===== src/hw/ulpi_port_cfg.svh =====
// Purpose: Shared constants for the eight-bit transceiver port and its link end.
// Assumes: One 125 MHz clock, synchronous active-low reset on each end.
// Notes:   Timing counts are in system clock cycles.
`ifndef ULPI_PORT_CFG_SVH
`define ULPI_PORT_CFG_SVH

// ----------------------------------------------------------------
// Widths and timing
// ----------------------------------------------------------------
`define DATA_W          8
`define CLK_PERIOD_NS   8
`define RST_MIN_NS      1000
// Least reset hold, rounded up to whole cycles
`define RST_MIN_CYC     ((`RST_MIN_NS + `CLK_PERIOD_NS - 1) / `CLK_PERIOD_NS)
`define RST_CNT_W       8
// Interface clock divider: toggle every N cycles
`define IFCLK_HALF_CYC  1
`define RST_VAL_BYTE    8'h00

`endif


===== src/hw/ulpi_port_pkg.sv =====
// Purpose: Types shared by both ends of the port.
// Assumes: Constants come from ulpi_port_cfg.svh.
// Notes:   State codes are one-hot.
`include "ulpi_port_cfg.svh"
package ulpi_port_pkg;
  // Device end states
  typedef enum logic [2:0] {
    DEV_IDLE = 3'b001,   // Bus released, watching for commands
    DEV_RX   = 3'b010,   // Receiving link bytes
    DEV_TX   = 3'b100    // Owning bus, sending to link
  } dev_state_t;
  // Link end states
  typedef enum logic [2:0] {
    LNK_IDLE = 3'b001,   // Not sending
    LNK_SEND = 3'b010,   // Presenting bytes
    LNK_STOP = 3'b100    // Stop pulse cycle
  } lnk_state_t;
  typedef logic [`DATA_W-1:0] byte_t;
endpackage


===== src/hw/ulpi_port_if.sv =====
// Purpose: Shared pin bundle between transceiver end and link end.
// Assumes: Testbench resolves the data wire from the two enables.
// Notes:   No clocking block.
`include "ulpi_port_cfg.svh"
interface ulpi_port_if;
  import ulpi_port_pkg::*;
  byte_t dev_data_o;               // Data driven by device
  logic  dev_data_oe;              // Device drives data
  byte_t lnk_data_o;               // Data driven by link
  logic  lnk_data_oe;              // Link drives data
  byte_t data_i;                   // Resolved bus level
  logic  dir;                      // Bus owner, high for device
  logic  dir_oe;                   // Device drives dir
  logic  nxt;                      // Throttle from device
  logic  nxt_oe;                   // Device drives nxt
  logic  stp;                      // Stop from link
  logic  chip_reset_n_pin;         // Chip reset from link side
  logic  interface_clock_output;   // Interface clock from device
  logic  clk_strap;                // Clock pin strapped high
  modport device (
    output dev_data_o, dev_data_oe, dir, dir_oe, nxt, nxt_oe, interface_clock_output,
    input  data_i, stp, chip_reset_n_pin, clk_strap
  );
  modport link (
    output lnk_data_o, lnk_data_oe, stp, chip_reset_n_pin,
    input  data_i, dir, nxt
  );
endinterface // ulpi_port_if


===== src/hw/ulpi_phy_port.sv =====
// Purpose: Transceiver end of the port: direction, throttle, stop, reset.
// Assumes: Link keeps its own stepping and stop pulse; one clock.
// Notes:   Reset pin sampled through two flops before use.
`include "ulpi_port_cfg.svh"
module ulpi_phy_port
  import ulpi_port_pkg::*;
(
  input  wire logic  CLOCK,          // System clock
  input  wire logic  NRST,           // Synchronous reset, active low
  ulpi_port_if.device PORT,          // Link-facing pins
  input  wire byte_t TX_BYTE,        // Byte to send to link
  input  wire logic  TX_VALID,       // Byte waiting
  input  wire logic  TX_LAST,        // Final byte of packet
  input  wire logic  RX_READY,       // User can take a byte
  output logic       TX_TAKEN,       // Byte sent this cycle
  output byte_t      RX_BYTE,        // Byte received from link
  output logic       RX_STROBE,      // RX_BYTE valid
  output logic       RX_END,         // Previous byte was the last
  output logic       CLOCK_IN_MODE,  // Clock-in mode selected
  output logic       ACTIVE          // Port out of reset
);
  // ----------------------------------------------------------------
  // Reset synchroniser
  // ----------------------------------------------------------------
  logic       rst_s1_q;      // First stage
  logic       rst_s2_q;      // Second stage
  logic       run_q;         // Port running
  logic [`RST_CNT_W-1:0] low_cnt_q;   // Cycles reset seen low
  logic       armed_q;       // Low long enough to clear state
  dev_state_t st_q;          // Port state
  logic       turn_q;        // Bus turning round after dir fall

  always_ff @(posedge CLOCK) begin
    if (!NRST) begin
      rst_s1_q <= 1'b0;
      rst_s2_q <= 1'b0;
    end else begin
      rst_s1_q <= PORT.chip_reset_n_pin;
      rst_s2_q <= rst_s1_q;
    end
  end

  always_ff @(posedge CLOCK) begin
    if (!NRST) begin
      low_cnt_q <= '0;
      armed_q   <= 1'b1;
    end else if (!rst_s2_q) begin
      if (low_cnt_q != `RST_CNT_W'(`RST_MIN_CYC))
        low_cnt_q <= low_cnt_q + 1'b1;
      else
        armed_q <= 1'b1;
    end else begin
      low_cnt_q <= '0;
      armed_q   <= 1'b0;
    end
  end

  // Resume one cycle after synced release
  always_ff @(posedge CLOCK) begin
    if (!NRST)
      run_q <= 1'b0;
    else
      run_q <= rst_s2_q;
  end

  // Sample clock mode strap while synced chip reset is low; hold it after release
  always_ff @(posedge CLOCK) begin
    if (!NRST)
      CLOCK_IN_MODE <= 1'b0;
    else if (!rst_s2_q)
      CLOCK_IN_MODE <= PORT.clk_strap;
  end

  // ----------------------------------------------------------------
  // Interface clock output
  // ----------------------------------------------------------------
  logic ifclk_q;  // Divided clock
  // Drive clock out only in clock-out mode
  always_ff @(posedge CLOCK) begin
    if (!NRST || !run_q || CLOCK_IN_MODE)
      ifclk_q <= 1'b0;
    else
      ifclk_q <= ~ifclk_q;
  end
  assign PORT.interface_clock_output = ifclk_q;

  // ----------------------------------------------------------------
  // Bus state machine
  // ----------------------------------------------------------------
  // Ownership follows send data
  always_ff @(posedge CLOCK) begin
    if (!NRST || !run_q) begin
      st_q <= DEV_IDLE;
    end else begin
      unique case (st_q)
        DEV_IDLE: begin
          // Link command byte has non-zero value
          if (TX_VALID)
            st_q <= DEV_TX;
          else if (!turn_q && PORT.data_i != `RST_VAL_BYTE)
            st_q <= DEV_RX;
        end
        DEV_RX: begin
          if (PORT.stp)
            st_q <= DEV_IDLE;
        end
        DEV_TX: begin
          if (TX_VALID && TX_LAST)
            st_q <= DEV_IDLE;
        end
      endcase
    end
  end

  // ----------------------------------------------------------------
  // Pin drivers, registered
  // ----------------------------------------------------------------
  logic  dir_q;      // Direction
  logic  nxt_q;      // Throttle
  logic  oe_q;       // Control outputs enabled
  byte_t dout_q;     // Data out
  logic  doe_q;      // Data enable
  byte_t last_q;     // Byte seen last cycle

  always_ff @(posedge CLOCK) begin
    if (!NRST || !run_q) begin
      dir_q  <= 1'b0;
      nxt_q  <= 1'b0;
      oe_q   <= 1'b0;
      dout_q <= `RST_VAL_BYTE;
      doe_q  <= 1'b0;
    end else begin
      oe_q  <= 1'b1;
      dir_q <= (st_q == DEV_TX) || (st_q == DEV_IDLE && TX_VALID);
      nxt_q <= (st_q != DEV_TX) && !PORT.stp && RX_READY &&
               (st_q == DEV_RX || (!turn_q && PORT.data_i != `RST_VAL_BYTE)) && !TX_VALID;
      dout_q <= TX_BYTE;
      // Last byte still stands while dir is high
      doe_q  <= (st_q == DEV_TX);
    end
  end

  // Ignore the undriven turnaround cycle after dir falls
  always_ff @(posedge CLOCK) begin
    if (!NRST || !run_q)
      turn_q <= 1'b0;
    else
      turn_q <= dir_q;
  end
  assign PORT.dir         = dir_q;
  assign PORT.dir_oe      = oe_q;
  assign PORT.nxt         = nxt_q;
  assign PORT.nxt_oe      = oe_q;
  assign PORT.dev_data_o  = dout_q;
  assign PORT.dev_data_oe = doe_q;

  // ----------------------------------------------------------------
  // User side outputs
  // ----------------------------------------------------------------
  // Byte accepted under nxt; stop marks end
  always_ff @(posedge CLOCK) begin
    if (!NRST || !run_q) begin
      RX_BYTE   <= `RST_VAL_BYTE;
      RX_STROBE <= 1'b0;
      RX_END    <= 1'b0;
      TX_TAKEN  <= 1'b0;
      last_q    <= `RST_VAL_BYTE;
    end else begin
      last_q    <= PORT.data_i;
      RX_STROBE <= nxt_q && !PORT.stp;
      RX_BYTE   <= PORT.data_i;
      RX_END    <= PORT.stp && (st_q == DEV_RX);
      TX_TAKEN  <= (st_q == DEV_TX) && TX_VALID;
    end
  end

  // Activity flag
  always_ff @(posedge CLOCK) begin
    if (!NRST)
      ACTIVE <= 1'b0;
    else
      ACTIVE <= run_q && !armed_q;
  end
endmodule // ulpi_phy_port


===== src/flat_wrapper.sv =====
// flat-port wrapper written by rule: the top's interface ports become plain ports
module ulpi_phy_port_flat import ulpi_port_pkg::*;
  (CLOCK, NRST, TX_BYTE, TX_VALID, TX_LAST, RX_READY, TX_TAKEN, RX_BYTE, RX_STROBE, RX_END, CLOCK_IN_MODE, ACTIVE, PORT_dev_data_o, PORT_dev_data_oe, PORT_dir, PORT_dir_oe, PORT_nxt, PORT_nxt_oe, PORT_interface_clock_output, PORT_data_i, PORT_stp, PORT_chip_reset_n_pin, PORT_clk_strap);
  ulpi_port_if PORT_i ();
  input  wire logic CLOCK;
  input  wire logic NRST;
  input  wire byte_t TX_BYTE;
  input  wire logic TX_VALID;
  input  wire logic TX_LAST;
  input  wire logic RX_READY;
  output logic TX_TAKEN;
  output byte_t RX_BYTE;
  output logic RX_STROBE;
  output logic RX_END;
  output logic CLOCK_IN_MODE;
  output logic ACTIVE;
  output wire logic [$bits(PORT_i.dev_data_o)-1:0] PORT_dev_data_o;
  output wire logic [$bits(PORT_i.dev_data_oe)-1:0] PORT_dev_data_oe;
  output wire logic [$bits(PORT_i.dir)-1:0] PORT_dir;
  output wire logic [$bits(PORT_i.dir_oe)-1:0] PORT_dir_oe;
  output wire logic [$bits(PORT_i.nxt)-1:0] PORT_nxt;
  output wire logic [$bits(PORT_i.nxt_oe)-1:0] PORT_nxt_oe;
  output wire logic [$bits(PORT_i.interface_clock_output)-1:0] PORT_interface_clock_output;
  input wire logic [$bits(PORT_i.data_i)-1:0] PORT_data_i;
  input wire logic [$bits(PORT_i.stp)-1:0] PORT_stp;
  input wire logic [$bits(PORT_i.chip_reset_n_pin)-1:0] PORT_chip_reset_n_pin;
  input wire logic [$bits(PORT_i.clk_strap)-1:0] PORT_clk_strap;
  assign PORT_dev_data_o = PORT_i.dev_data_o;
  assign PORT_dev_data_oe = PORT_i.dev_data_oe;
  assign PORT_dir = PORT_i.dir;
  assign PORT_dir_oe = PORT_i.dir_oe;
  assign PORT_nxt = PORT_i.nxt;
  assign PORT_nxt_oe = PORT_i.nxt_oe;
  assign PORT_interface_clock_output = PORT_i.interface_clock_output;
  assign PORT_i.data_i = PORT_data_i;
  assign PORT_i.stp = PORT_stp;
  assign PORT_i.chip_reset_n_pin = PORT_chip_reset_n_pin;
  assign PORT_i.clk_strap = PORT_clk_strap;
  ulpi_phy_port u_core (.CLOCK(CLOCK), .NRST(NRST), .PORT(PORT_i), .TX_BYTE(TX_BYTE), .TX_VALID(TX_VALID), .TX_LAST(TX_LAST), .RX_READY(RX_READY), .TX_TAKEN(TX_TAKEN), .RX_BYTE(RX_BYTE), .RX_STROBE(RX_STROBE), .RX_END(RX_END), .CLOCK_IN_MODE(CLOCK_IN_MODE), .ACTIVE(ACTIVE));
endmodule

===== config.mk =====
export PLATFORM = sky130hd
export DESIGN_NAME = ulpi_phy_port_flat
export DESIGN_NICKNAME = d
export VERILOG_FILES = /design/src/hw/ulpi_port_pkg.sv /design/src/hw/ulpi_port_if.sv /design/src/hw/ulpi_phy_port.sv /design/src/flat_wrapper.sv
export VERILOG_INCLUDE_DIRS = /design/src /design/src/hw
export SDC_FILE = /design/constraint.sdc
export NUM_CORES = 1
export LEC_CHECK = 0
export BUFFER_PORTS_ARGS = -buffer_cell sky130_fd_sc_hd__buf_2
export CORE_MARGIN = 2
export CORE_UTILIZATION = 40
export DETAILED_ROUTE_END_ITERATION = 8
export GPL_TIMING_DRIVEN = 0
export PLACE_DENSITY = 0.77
export SLEW_MARGIN = 15
export SYNTH_ARGS = -nofsm -noshare
export SYNTH_HDL_FRONTEND = slang
export SYNTH_SLANG_ARGS = --single-unit

===== constraint.sdc =====
create_clock -name CLOCK -period 1.1 [get_ports CLOCK]
set_input_delay 0.165 -clock CLOCK [delete_from_list [all_inputs] [get_ports CLOCK]]
set_output_delay 0.165 -clock CLOCK [all_outputs]
set_load 0.005 [all_outputs]

==> out/metrics.csv <==
stage;metric;value;unit
status;outcome;complete, but fails checks;
status;violated checks;negative setup slack;
finish;utilization of the core after routing;0.585;
finish;post-layout net count;239;
synth;Synth Cell Area;1480;µm²
floorplanning;Total Die Area;4210;µm²
route;drt via density;4.79;
timing;worst hold-check slack;0.0865;ns
pwr;Max IR drop VDD;1.00;mV
synth;Post-synth EDFFs;0;
synth;count of distinct cell types in the synthesized netlist;40;
cts;clock network latency to the later pin of the worst-skew pair;0.29;ns
worst_hold_path;path category of the worst min-delay check;input port to register;
setup_path;worst-path maximum fanout;3;
timing;unrepaired setup endpoints after global routing;true;
global_route;peak-usage layer in the global routing report;met2;
timing;Final Setup Violations;7;
global_route;Tot GR Track Use;0.157;
finish;number of antenna diodes;0;
timing;timing-limited maximum frequency;0.844;GHz
timing;headroom to the max-slew limit;0.750;
route;WL per Instance;12.2;µm
finish;area of combinational cells with multiple inputs;678;µm²
timing;Final Max Tran Viols;0;
global_route;total global routing overflow;0;
place;Port Buf Inserts;49;
setup_path;worst setup path class;register to register;
setup_path;Critical Path Source Type;register;
finish;Seq. cell area;863;µm²
setup_path;launch point of the critical path;u_core.low_cnt_q[5];
cts;TritonCTS Buffers;5;
synth;mux share of post-synthesis cell area;0.00675;
floorplanning;core footprint;3610;µm²
synth;Post-synth ARST share;0;
synth;fraction of synthesized cell area in xor and xnor cells;0.0295;
route;wire length reported by the detailed router;3190;µm
global_route;number of global-route vias before repair;1135;
setup_path;depth of the worst register-to-register path;4;
setup_path;internal reg-to-reg setup slack;-0.09;ns
route;total DRC errors in the routed layout;0;
route;drt initial violations;91;
global_route;grt met2 use;0.262;
global_route;global-route wire length before repair;5040;µm
finish;proportion of layout cells with a drive suffix above 1;0.467;
cts;total number of H-tree levels;2;
cts;cell chosen for the clock root;clkbuf_8;
worst_hold_path;worst hold path cell count;2;
timing;Worst Skew;0.00568;ns
synth;simple-gate portion of the synthesized area;0.258;
setup_path;worst-path cell with the longest stage delay;dfxtp_2;
synth;leading cell types by total area after synthesis;dfxtp_1, and3_1, a21oi_1, xor2_1, and2_1;
synth;largest family of logic cells by synthesized area;simple AND/OR/NAND/NOR gates;
setup_path;required time of the critical path;1.32;ns
timing;Min Clock Period, post-route;1.19;ns
finish;Filler Cells Inserted;319;
timing;fin crit share;1.08;
synth;Top FF cell, synth;dfxtp_1;
floorplanning;number of top-level pins;51;
global_route;met3 demand-to-capacity share in global routing;0.0486;
timing;Least-Margin Pin Slew;0.375;ns
global_route;GR met1 Demand/Resource;0.183;
finish;synth-to-layout area growth;42.2;%
setup_path;CP endpoint kind;register;
setup_path;critical-path cell list;and4_4, nand4_1, or3_1, a21oi_1;
route;post-route ant nets;0;
cts;clock-pin slew on the worst setup and hold paths;0.08;ns
route;via count of the routed design;1254;
job;number of violations of the max-capacitance limit;0;
worst_hold_path;Hold Startpoint;PORT_chip_reset_n_pin;
synth;synthesized area divided by synthesized cell count;10.2;µm²
route;length of the first detailed-routing pass in iterations;4;
timing;Setup Total Neg Slack;-0.350;ns
timing;final number of hold-violating endpoints;0;
floorplanning;initial standard-cell utilization of the core;0.412;
setup_path;cell class contributing the biggest share of worst-path delay;simple AND/OR/NAND/NOR gates;
global_route;initial antenna violation count;0;
setup_path;crit path buf inv count;0;
place;half-perimeter wire length of the detailed placement result;2100;µm
cts;# hold bufs at CTS;0;
pwr;power density over cell area;1290;nW/µm²
setup_path;reg2reg end;u_core.low_cnt_q[7];
pwr;leakage power of the design;1.07;nW
floorplanning;Die Span X;64.9;µm
setup_path;source of the worst register-to-register timing path;u_core.low_cnt_q[5];
setup_path;critical path's largest stage delay;0.34;ns
synth;synthesized flop and latch total;42;
worst_hold_path;end point of the worst hold path;u_core.rst_s1_q;
setup_path;number of stages on the worst setup path;4;
synth;cell accounting for the most synthesized area;dfxtp_1;
floorplanning;number of standard-cell rows in the floorplan;22;
place;routability congestion estimate;0.755;
cts;clock tree from TritonCTS;done;
synth;fraction of the mapped netlist area in adder cells;0.0169;
synth;syn_nets;171;
setup_path;Arrival @ worst endpoint;1.41;ns
synth;fraction of the mapped netlist area in compound gates;0.0885;
floorplanning;Die H;64.9;µm
synth;synth warn;0;
cts;worst-case clock buffer depth;2;
synth;Post-Synthesis Cells;145;
timing;PnR worst setup slack;-0.0851;ns
synth;post-synth top area share;0.567;
global_route;pin count of the biggest net entering global routing;14;
cts;clock sink count;42;
synth;share of synthesized area occupied by flip-flops and latches;0.567;
-- stage by stage --
stage                     power [mW]  area, µm²  worst slack [ns]  instances
after detailed placement        1.75       1830            -0.197        242
after global placement          1.75       1830            -0.203        242
final                           2.72       2110           -0.0851        262
after CTS                       2.71       2000           -0.0827        257
after floorplan                 1.67       1520           -0.0530        145
after global routing            2.85       2110            -0.156        262
-- cells in the mapped netlist (2+ instances only) --
| cell | n |
|---|---|
| inv_1 | 4 |
| nand3_1 | 4 |
| ha_1 | 2 |
| xor2_1 | 3 |
| and3_1 | 18 |
| xnor2_1 | 2 |
| o21ai_0 | 3 |
| nor2_1 | 6 |
| and2_1 | 4 |
| a211oi_1 | 2 |
| nand2_1 | 3 |
| nand2b_1 | 4 |
| a21oi_1 | 11 |
| dfxtp_1 | 42 |
| nor2b_1 | 4 |
| nor3_1 | 4 |
| clkbuf_1 | 6 |
-- registers in the layout, indices dropped and copies added, names as in the netlist, 3 cells and up --
name                    count
u_core.PORT.dev_data_o      8
u_core.RX_BYTE              8
u_core.low_cnt_q            8
u_core.st_q                 3
-- logic make-up after synthesis --
| logic type | count (synthesis) |
|---|---|
| muxes | 1 |
| DFF | 42 |
| xor gates and xnor gates | 5 |
| AOI/OAI and AO/OA | 22 |
| adders and majority gates | 2 |
| buffers and inverters | 12 |
| and+or+nand+nor | 61 |
-- worst max-delay path by stage --
stage	slack, ns	to
floorplan	-0.05	u_core.low_cnt_q[7]
global placement	-0.20	u_core.low_cnt_q[0]
detailed placement	-0.20	u_core.low_cnt_q[0]
CTS	-0.08	u_core.low_cnt_q[7]
global route	-0.16	u_core.low_cnt_q[5]
finish	-0.09	u_core.low_cnt_q[7]
-- layer usage --
layer	vias to the layer above	wire length, µm	part of all wire
li1	643	-	-
met1	569	1320	0.41
met2	37	1590	0.50
met3	5	225	0.071
met4	0	56	0.018
met5	-	0	0
-- cell type report --
cell class | count | share of cell area
sequential | 42 | 0.409
timing repair buffer | 63 | 0.176
clock buffer | 6 | 0.0344
inverter | 4 | 0.00712
buffer | 6 | 0.0166
multi-input combinational | 91 | 0.321
clock inverter | 2 | 0.00652
tap | 48 | 0.0285
-- layout by cell type, fill, tap and decap left out, types with 2 or more instances in the layout --
| cell | n |
|---|---|
| nand3_1 | 3 |
| clkbuf_1 | 4 |
| xor2_1 | 3 |
| and2_1 | 4 |
| nand2b_1 | 3 |
| o21ai_0 | 3 |
| buf_4 | 12 |
| nand2_1 | 3 |
| buf_6 | 2 |
| inv_1 | 3 |
| nor3_1 | 4 |
| dfxtp_2 | 6 |
| and3_1 | 18 |
| nor2b_1 | 2 |
| nor2_1 | 5 |
| buf_2 | 49 |
| dfxtp_4 | 4 |
| nor4_2 | 2 |
| clkbuf_8 | 5 |
| a21oi_1 | 10 |
| dfxtp_1 | 32 |
-- worst reg2reg max path: cells and delay by family (launching register included) --
| family | cells | cell delay [ns] |
|---|---|---|
| AND/OR/NAND/NOR | 3 | 0.66 |
| flip-flops | 1 | 0.34 |
| AO/OA/AOI/OAI | 1 | 0.12 |
-- timing repair --
item,in CTS,in global routing
setup endpoints to repair,13,15
pin swaps,7,6
gates resized for setup,10,19
setup buffers,7,7
-- where the power goes --
part           internal (mW)  total [mW]  switching, mW  leakage [nW]
Clock                  0.448       0.954          0.507        0.0452
Sequential              1.54        1.57         0.0266         0.345
Combinational          0.107       0.196         0.0888         0.677
Note: power is estimated with default switching activity, not from simulation.
